**src/rtl/dfd_pkg.sv**
```systemverilog
// constants, register map and field layout of the display fifo diagnostic access block
package dfd_pkg;

  // ---------------------------------------------------------------
  // register map
  // ---------------------------------------------------------------
  localparam int DFD_ADDR_W = 16;
  localparam logic [15:0] DFD_GEN_CFG_OFF = 16'h8304;
  localparam logic [15:0] DFD_OUT_CFG_OFF = 16'h8308;
  localparam logic [15:0] DFD_DFIFO_OFF = 16'h8378;
  localparam logic [15:0] DFD_CFIFO_OFF = 16'h837C;
  localparam logic [15:0] DFD_STATUS_OFF = 16'h8380;

  // ---------------------------------------------------------------
  // fields and reset values
  // ---------------------------------------------------------------
  localparam int DFD_GEN_LOAD_EN_BIT = 0;
  localparam int DFD_GEN_DIAGNOSTIC_SELECT_EN_BIT = 1;
  localparam int DFD_OUT_DIAGNOSTIC_SELECT_SEL_BIT = 0;
  localparam int DFD_OUT_CF_RW_BIT = 1;
  localparam logic [1:0] DFD_GEN_CFG_RST = 2'h1;
  localparam logic [1:0] DFD_OUT_CFG_RST = 2'h0;

  // ---------------------------------------------------------------
  // fifo geometry
  // ---------------------------------------------------------------
  localparam int DFD_DF_PTR_W = 4;
  localparam int DFD_DF_DEPTH = 16;
  localparam int DFD_CF_PTR_W = 4;
  localparam int DFD_CF_DEPTH = 16;

  // ---------------------------------------------------------------
  // bus responses
  // ---------------------------------------------------------------
  localparam logic [1:0] DFD_RESP_OKAY = 2'h0;
  localparam logic [1:0] DFD_RESP_SLVERR = 2'h2;

endpackage

```
**src/rtl/dfd_fifo_diagnostic_select.sv**
```systemverilog
// display and compressed fifo diagnostic access with an axi4-lite register slave
//
// Register access over AXI4-Lite was left to the implementer.
`timescale 1ns/1ps
module dfd_fifo_diagnostic_select
  import dfd_pkg::*;
(
  input wire logic clk_i,
  input wire logic rst_i,
  input wire logic [15:0] s_axi_awaddr_i,
  input wire logic s_axi_awvalid_i,
  output logic s_axi_awready_o,
  input wire logic [31:0] s_axi_wdata_i,
  input wire logic [3:0] s_axi_wstrb_i,
  input wire logic s_axi_wvalid_i,
  output logic s_axi_wready_o,
  output logic [1:0] s_axi_bresp_o,
  output logic s_axi_bvalid_o,
  input wire logic s_axi_bready_i,
  input wire logic [15:0] s_axi_araddr_i,
  input wire logic s_axi_arvalid_i,
  output logic s_axi_arready_o,
  output logic [31:0] s_axi_rdata_o,
  output logic [1:0] s_axi_rresp_o,
  output logic s_axi_rvalid_o,
  input wire logic s_axi_rready_i,
  input wire logic display_fetch_i,
  input wire logic compressed_fetch_i
);

  // ---------------------------------------------------------------
  // storage and state
  // ---------------------------------------------------------------
  logic [63:0] df_mem [DFD_DF_DEPTH];
  logic [31:0] cf_mem [DFD_CF_DEPTH];
  logic [DFD_DF_PTR_W-1:0] df_wptr_reg;
  logic [DFD_DF_PTR_W-1:0] df_rptr_reg;
  logic [DFD_CF_PTR_W-1:0] cf_wptr_reg;
  logic [DFD_CF_PTR_W-1:0] cf_rptr_reg;
  logic df_wr_half_reg;
  logic df_rd_half_reg;
  logic [31:0] df_low_reg;
  logic [31:0] df_latch_reg;
  logic [31:0] cf_latch_reg;
  logic [1:0] general_config_reg;
  logic [1:0] output_config_reg;
  logic [15:0] aw_addr_reg;
  logic aw_held_reg;
  logic [31:0] w_data_reg;
  logic [3:0] w_strb_reg;
  logic w_held_reg;
  logic bvalid_reg;
  logic [1:0] bresp_reg;
  logic rvalid_reg;
  logic [1:0] rresp_reg;
  logic [31:0] rdata_reg;
  logic [31:0] rdata_next;
  logic [1:0] rresp_next;
  logic [1:0] bresp_next;
  logic wr_fire;
  logic rd_fire;
  logic diagnostic_select_en;
  logic df_active;
  logic cf_active;
  logic cf_read_mode;
  logic df_wr;
  logic df_rd;
  logic cf_wr;
  logic cf_rd;

  function automatic logic mapped(input logic [15:0] a);
    mapped = (a == DFD_GEN_CFG_OFF) || (a == DFD_OUT_CFG_OFF) || (a == DFD_DFIFO_OFF) ||
             (a == DFD_CFIFO_OFF) || (a == DFD_STATUS_OFF);
  endfunction

  // ---------------------------------------------------------------
  // mode decode
  // ---------------------------------------------------------------
  assign diagnostic_select_en = general_config_reg[DFD_GEN_DIAGNOSTIC_SELECT_EN_BIT];
  assign df_active = diagnostic_select_en && !general_config_reg[DFD_GEN_LOAD_EN_BIT];
  assign cf_active = df_active && output_config_reg[DFD_OUT_DIAGNOSTIC_SELECT_SEL_BIT];
  assign cf_read_mode = output_config_reg[DFD_OUT_CF_RW_BIT];

  // ---------------------------------------------------------------
  // axi4-lite handshakes
  // ---------------------------------------------------------------
  assign s_axi_awready_o = !aw_held_reg;
  assign s_axi_wready_o = !w_held_reg;
  assign s_axi_arready_o = !rvalid_reg;
  assign wr_fire = aw_held_reg && w_held_reg && !bvalid_reg;
  assign rd_fire = s_axi_arvalid_i && !rvalid_reg;
  assign s_axi_bvalid_o = bvalid_reg;
  assign s_axi_bresp_o = bresp_reg;
  assign s_axi_rvalid_o = rvalid_reg;
  assign s_axi_rresp_o = rresp_reg;
  assign s_axi_rdata_o = rdata_reg;

  // fifo data registers sit at consecutive words
  assign df_wr = wr_fire && df_active && (aw_addr_reg == DFD_DFIFO_OFF);
  assign cf_wr = wr_fire && cf_active && !cf_read_mode && (aw_addr_reg == DFD_CFIFO_OFF);
  assign df_rd = rd_fire && df_active && (s_axi_araddr_i == DFD_DFIFO_OFF);
  assign cf_rd = rd_fire && cf_active && cf_read_mode && (s_axi_araddr_i == DFD_CFIFO_OFF);

  always_ff @(posedge clk_i) begin
    if (rst_i) begin
      aw_held_reg <= 1'b0;
      aw_addr_reg <= 16'h0000;
    end else if (s_axi_awvalid_i && !aw_held_reg) begin
      aw_held_reg <= 1'b1;
      aw_addr_reg <= s_axi_awaddr_i;
    end else if (wr_fire) begin
      aw_held_reg <= 1'b0;
    end
  end

  always_ff @(posedge clk_i) begin
    if (rst_i) begin
      w_held_reg <= 1'b0;
      w_data_reg <= 32'h00000000;
      w_strb_reg <= 4'h0;
    end else if (s_axi_wvalid_i && !w_held_reg) begin
      w_held_reg <= 1'b1;
      w_data_reg <= s_axi_wdata_i;
      w_strb_reg <= s_axi_wstrb_i;
    end else if (wr_fire) begin
      w_held_reg <= 1'b0;
    end
  end

  always_comb begin
    bresp_next = mapped(aw_addr_reg) ? DFD_RESP_OKAY : DFD_RESP_SLVERR;
  end

  always_ff @(posedge clk_i) begin
    if (rst_i) begin
      bvalid_reg <= 1'b0;
      bresp_reg <= DFD_RESP_OKAY;
    end else if (wr_fire) begin
      bvalid_reg <= 1'b1;
      bresp_reg <= bresp_next;
    end else if (s_axi_bready_i) begin
      bvalid_reg <= 1'b0;
    end
  end

  // ---------------------------------------------------------------
  // configuration registers
  // ---------------------------------------------------------------
  always_ff @(posedge clk_i) begin
    if (rst_i) begin
      general_config_reg <= DFD_GEN_CFG_RST;
      output_config_reg <= DFD_OUT_CFG_RST;
    end else if (wr_fire && w_strb_reg[0]) begin
      if (aw_addr_reg == DFD_GEN_CFG_OFF) begin
        general_config_reg <= w_data_reg[1:0];
      end
      if (aw_addr_reg == DFD_OUT_CFG_OFF) begin
        output_config_reg <= w_data_reg[1:0];
      end
    end
  end

  // ---------------------------------------------------------------
  // read data path
  // ---------------------------------------------------------------
  always_comb begin
    rdata_next = 32'h00000000;
    rresp_next = DFD_RESP_OKAY;
    if (s_axi_araddr_i == DFD_GEN_CFG_OFF) begin
      rdata_next = {30'h00000000, general_config_reg};
    end else if (s_axi_araddr_i == DFD_OUT_CFG_OFF) begin
      rdata_next = {30'h00000000, output_config_reg};
    end else if (s_axi_araddr_i == DFD_DFIFO_OFF) begin
      rdata_next = df_active ? df_latch_reg : 32'h00000000;
    end else if (s_axi_araddr_i == DFD_CFIFO_OFF) begin
      rdata_next = cf_rd ? cf_latch_reg : 32'h00000000;
    end else if (s_axi_araddr_i == DFD_STATUS_OFF) begin
      rdata_next = {14'h0000, df_rd_half_reg, df_wr_half_reg, cf_rptr_reg, cf_wptr_reg,
                    df_rptr_reg, df_wptr_reg};
    end else begin
      rresp_next = DFD_RESP_SLVERR;
    end
  end

  always_ff @(posedge clk_i) begin
    if (rst_i) begin
      rvalid_reg <= 1'b0;
      rresp_reg <= DFD_RESP_OKAY;
      rdata_reg <= 32'h00000000;
    end else if (rd_fire) begin
      rvalid_reg <= 1'b1;
      rresp_reg <= rresp_next;
      rdata_reg <= rdata_next;
    end else if (s_axi_rready_i) begin
      rvalid_reg <= 1'b0;
    end
  end

  // ---------------------------------------------------------------
  // display fifo: 64-bit entries written and read as 32-bit halves
  // ---------------------------------------------------------------
  always_ff @(posedge clk_i) begin
    if (df_wr && df_wr_half_reg) begin
      df_mem[df_wptr_reg] <= {w_data_reg, df_low_reg};
    end
  end

  always_ff @(posedge clk_i) begin
    if (rst_i) begin
      df_wr_half_reg <= 1'b0;
      df_low_reg <= 32'h00000000;
      df_wptr_reg <= '0;
    end else if (df_wr) begin
      df_wr_half_reg <= !df_wr_half_reg;
      if (!df_wr_half_reg) begin
        df_low_reg <= w_data_reg;
      end else begin
        df_wptr_reg <= df_wptr_reg + 4'h1;
      end
    end
  end

  // each read returns the latch and refills it with the next half; the
  // shift finishes in one clock, well inside the spacing software
  always_ff @(posedge clk_i) begin
    if (rst_i) begin
      df_rd_half_reg <= 1'b0;
      df_latch_reg <= 32'h00000000;
      df_rptr_reg <= '0;
    end else if (df_rd) begin
      df_rd_half_reg <= !df_rd_half_reg;
      if (!df_rd_half_reg) begin
        df_latch_reg <= df_mem[df_rptr_reg][31:0];
      end else begin
        df_latch_reg <= df_mem[df_rptr_reg][63:32];
        df_rptr_reg <= df_rptr_reg + 4'h1;
      end
    end else if (display_fetch_i && !diagnostic_select_en) begin
      df_rptr_reg <= df_rptr_reg + 4'h1;
    end
  end

  // ---------------------------------------------------------------
  // compressed data fifo: one word per access
  // ---------------------------------------------------------------
  always_ff @(posedge clk_i) begin
    if (cf_wr) begin
      cf_mem[cf_wptr_reg] <= w_data_reg;
    end
  end

  always_ff @(posedge clk_i) begin
    if (rst_i) begin
      cf_wptr_reg <= '0;
    end else if (cf_wr) begin
      cf_wptr_reg <= cf_wptr_reg + 4'h1;
    end
  end

  always_ff @(posedge clk_i) begin
    if (rst_i) begin
      cf_latch_reg <= 32'h00000000;
      cf_rptr_reg <= '0;
    end else if (cf_rd) begin
      cf_latch_reg <= cf_mem[cf_rptr_reg];
      cf_rptr_reg <= cf_rptr_reg + 4'h1;
    end else if (compressed_fetch_i && !diagnostic_select_en) begin
      cf_rptr_reg <= cf_rptr_reg + 4'h1;
    end
  end
endmodule

```
**config.mk**
```make
export PLATFORM = sky130hd
export DESIGN_NAME = dfd_fifo_diagnostic_select
export DESIGN_NICKNAME = d
export VERILOG_FILES = /design/src/rtl/dfd_pkg.sv /design/src/rtl/dfd_fifo_diagnostic_select.sv
export SDC_FILE = /design/constraint.sdc
export NUM_CORES = 2
export LEC_CHECK = 0
export ABC_CLOCK_PERIOD_IN_PS = 6710
export BUFFER_PORTS_ARGS = -buffer_cell sky130_fd_sc_hd__clkbuf_2
export CAP_MARGIN = 20
export CORE_MARGIN = 4
export CORE_UTILIZATION = 50
export CTS_CLUSTER_DIAMETER = 30
export CTS_CLUSTER_SIZE = 8
export DETAILED_ROUTE_END_ITERATION = 10
export PLACE_DENSITY_LB_ADDON = 0.05
export SETUP_SLACK_MARGIN = 0.5
export SYNTH_ARGS = -nofsm -noshare
export SYNTH_HDL_FRONTEND = slang
export SYNTH_SLANG_ARGS = --single-unit
```
**constraint.sdc**
```tcl
create_clock -name clk_i -period 6.71 [get_ports clk_i]
set_input_delay 1.0065 -clock clk_i [delete_from_list [all_inputs] [get_ports clk_i]]
set_output_delay 1.0065 -clock clk_i [all_outputs]
set_load 0.005 [all_outputs]
```
==> results.json <==
{
  "whs_ns": 0.339,
  "finClkSkew_ns": 0.0473,
  "synth_area_per_cell_sq_um": 20.5,
  "grt_pass1_vias": 36200,
  "period_share_pct": 61.4,
  "setup_slack_ns": 2.59,
  "dp_hpwl_um": 88700,
  "grt_util_met3_pct": 4.70,
  "total_power_mw": 30.7,
  "maxCapViolations": 0,
  "grt_setup_unrepaired": "false",
  "routed_via_density": 6.08,
  "worst_slew_margin_rel_pct": 27.1,
  "path_max_fanout": 30,
  "status": "finished clean",
  "seq_area_frac_synth_pct": 76.4,
  "hold_viol_final": 0,
  "setup_viol": 0,
  "worst_pin_slew_ns": 1.09,
  "worst_r2r_startpoint": "aw_addr_reg[15]",
  "finalMaxSlewViolations": 0,
  "insertion_delay_ns": 0.91,
  "core_area_sq_mm": 0.130,
  "numCtsBuffers": 375,
  "yosysWarnings": 0,
  "criticalPathCategory": "reg -> reg",
  "r2r-end": "df_mem[13][19]",
  "rrSetupSlack_ns": 2.59,
  "synth_seq_cells": 1745,
  "tritoncts": "yes",
  "grt_use_met1_pct": 35.2,
  "clockBufferDepth": 4,
  "p_leak_nw": 26.9,
  "synthArstFlopShare_pct": 0,
  "synth-edff-count": 1536,
  "final_common_cell": "edfxtp_1",
  "critPathLaunchType": "register",
  "dp_slack_ns": 2.63,
  "syn_area_sq_mm": 0.0659,
  "power_density_mw_per_mm2": 375,
  "fin_cells": 5660,
  "clock_sinks": 1745,
  "ys.flop_type": "edfxtp_1",
  "syn-instance-count": 3210,
  "dp.cells": 4977,
  "areaGrowthSynthToFinish_pct": 24.4,
  "diodes": 0,
  "end_kind": "register",
  "ys_types": 64,
  "start_util_pct": 50.6,
  "grt_pass1_wl_um": 247000,
  "io_buffers": 112,
  "top_register": "df_mem",
  "rows": 132,
  "final_area_sq_mm": 0.0820,
  "r2r_cells": 7,
  "busiest_layer": "met2",
  "reg.largest.list": "df_mem: 1024 flops, cf_mem: 512 flops",
  "peakVddDrop_mv": 0.263,
  "arrival_ns": 4.62,
  "drt-initial-drc-count": 3202,
  "setup_tns_ns": 0,
  "vias": 34400,
  "overflow": 0,
  "hold_class": "in -> reg",
  "clk_pin_slew_ns": 0.05,
  "antenna_left": 0,
  "layout-drive-gt1-share_pct": 32.7,
  "layout_common_cells": "edfxtp_1, mux4_2, clkbuf_16, dfxtp_1, nand2_1",
  "dr.pass1.iters": 5,
  "fin_crit_ns": 4.12,
  "hold_path.startpoint": "s_axi_wdata_i[29]",
  "globalplace.congestion": 0.783,
  "drc": 0,
  "grt_start_max_net_pins": 133,
  "die_area_sq_mm": 0.138,
  "post_cts_resized": 0,
  "placed_cell_area_sq_mm": 0.0691,
  "nets": 3718,
  "cts_hold_repair.buffers": 0,
  "utilization_pct": 63.0,
  "die_h_um": 371,
  "fmax_ghz": 0.243,
  "required_ns": 7.20,
  "antenna_found_initial": 1,
  "cp-startpoint": "aw_addr_reg[15]",
  "wirelength_um": 170000,
  "wl_per_cell_um": 30.1,
  "clockRootBuffer": "clkbuf_16",
  "post_cts_buffers": 0,
  "track_usage_pct": 25.0,
  "die_w_um": 371,
  "hold_depth": 3,
  "hold_path_end": "w_data_reg[29]",
  "ios": 118,
  "gr-usage-met2_pct": 39.8,
  "htreeDepth": 5,
  "largest_reg_flops": 1024
}
-- cells by family (layout without fill, tap and decap cells) --
| logic type | after synthesis | after routing | synth area share (%) |
|---|---|---|---|
| simple gates | 415 | 415 | 3.04 |
| flops | 1745 | 1745 | 76.4 |
| buf+inv | 205 | 912 | 1.37 |
| xor+xnor | 7 | 7 | 0.0931 |
| mux | 459 | 459 | 14.9 |
| compound gates | 368 | 368 | 4.07 |
| other cells | 1 | 2 | 0.00569 |
| fa+ha+maj | 10 | 10 | 0.190 |
-- critical path: stages (launching register included) --
cell and delay, ns:
dfxtp_1 0.32, nor4bb_1 0.76, buf_4 0.25, and4_1 0.28, and4_1 0.40, nand2_1 0.30
nor2_4 0.68, buf_4 0.67
-- layer usage --
| metal | wire length [um] | up-vias |
|---|---|---|
| li1 | - | 14300 |
| met1 | 71500 | 18300 |
| met2 | 82200 | 1424 |
| met3 | 11500 | 350 |
| met4 | 5150 | 0 |
| met5 | 0 | - |
-- where the power goes --
part | total (mW) | internal, mW | switching, mW | leakage [nW]
sequential | 11.9 | 11.8 | 0.0790 | 15.9
clock | 17.9 | 12.4 | 5.46 | 6.06
combinational | 0.905 | 0.436 | 0.469 | 5.00
-- how the worst max path moves through the flow --
stage | cells after the start | endpoint | slack [ns]
floorplan | 6 | df_mem[6][0] | 1.78
global placement | 7 | df_mem[7][50] | 2.61
detailed placement | 7 | df_mem[7][40] | 2.63
CTS | 7 | df_mem[7][63] | 2.59
global route | 7 | df_mem[13][19] | 2.57
finish | 7 | df_mem[13][19] | 2.59
-- synthesized netlist by cell type, types with 17 or more instances --
cell,count,area share [%]
edfxtp_1,1536,70
mux4_2,416,14
dfxtp_1,209,6.4
nand2_1,177,1.0
clkbuf_1,104,0.59
nor2_1,88,0.50
a22o_1,64,0.85
a21oi_1,61,0.46
a22oi_1,61,0.70
buf_2,54,0.41
nand2b_1,42,0.40
mux2i_1,40,0.61
o21ai_0,39,0.30
o22ai_1,34,0.32
a221oi_1,33,0.44
nor2b_1,24,0.23
buf_1,18,0.10
and3_1,17,0.16
-- layout make-up --
| cell class | instances | area [sq um] |
|---|---|---|
| inverter | 13 | 48.8 |
| tap | 1742 | 2180 |
| sequential | 1745 | 50300 |
| clock inverter | 180 | 2200 |
| multi-input combinational | 1261 | 14900 |
| timing repair buffer | 235 | 2000 |
| fill | 9060 | 48200 |
| clock buffer | 484 | 10300 |
(Power assumes the default switching activity.)
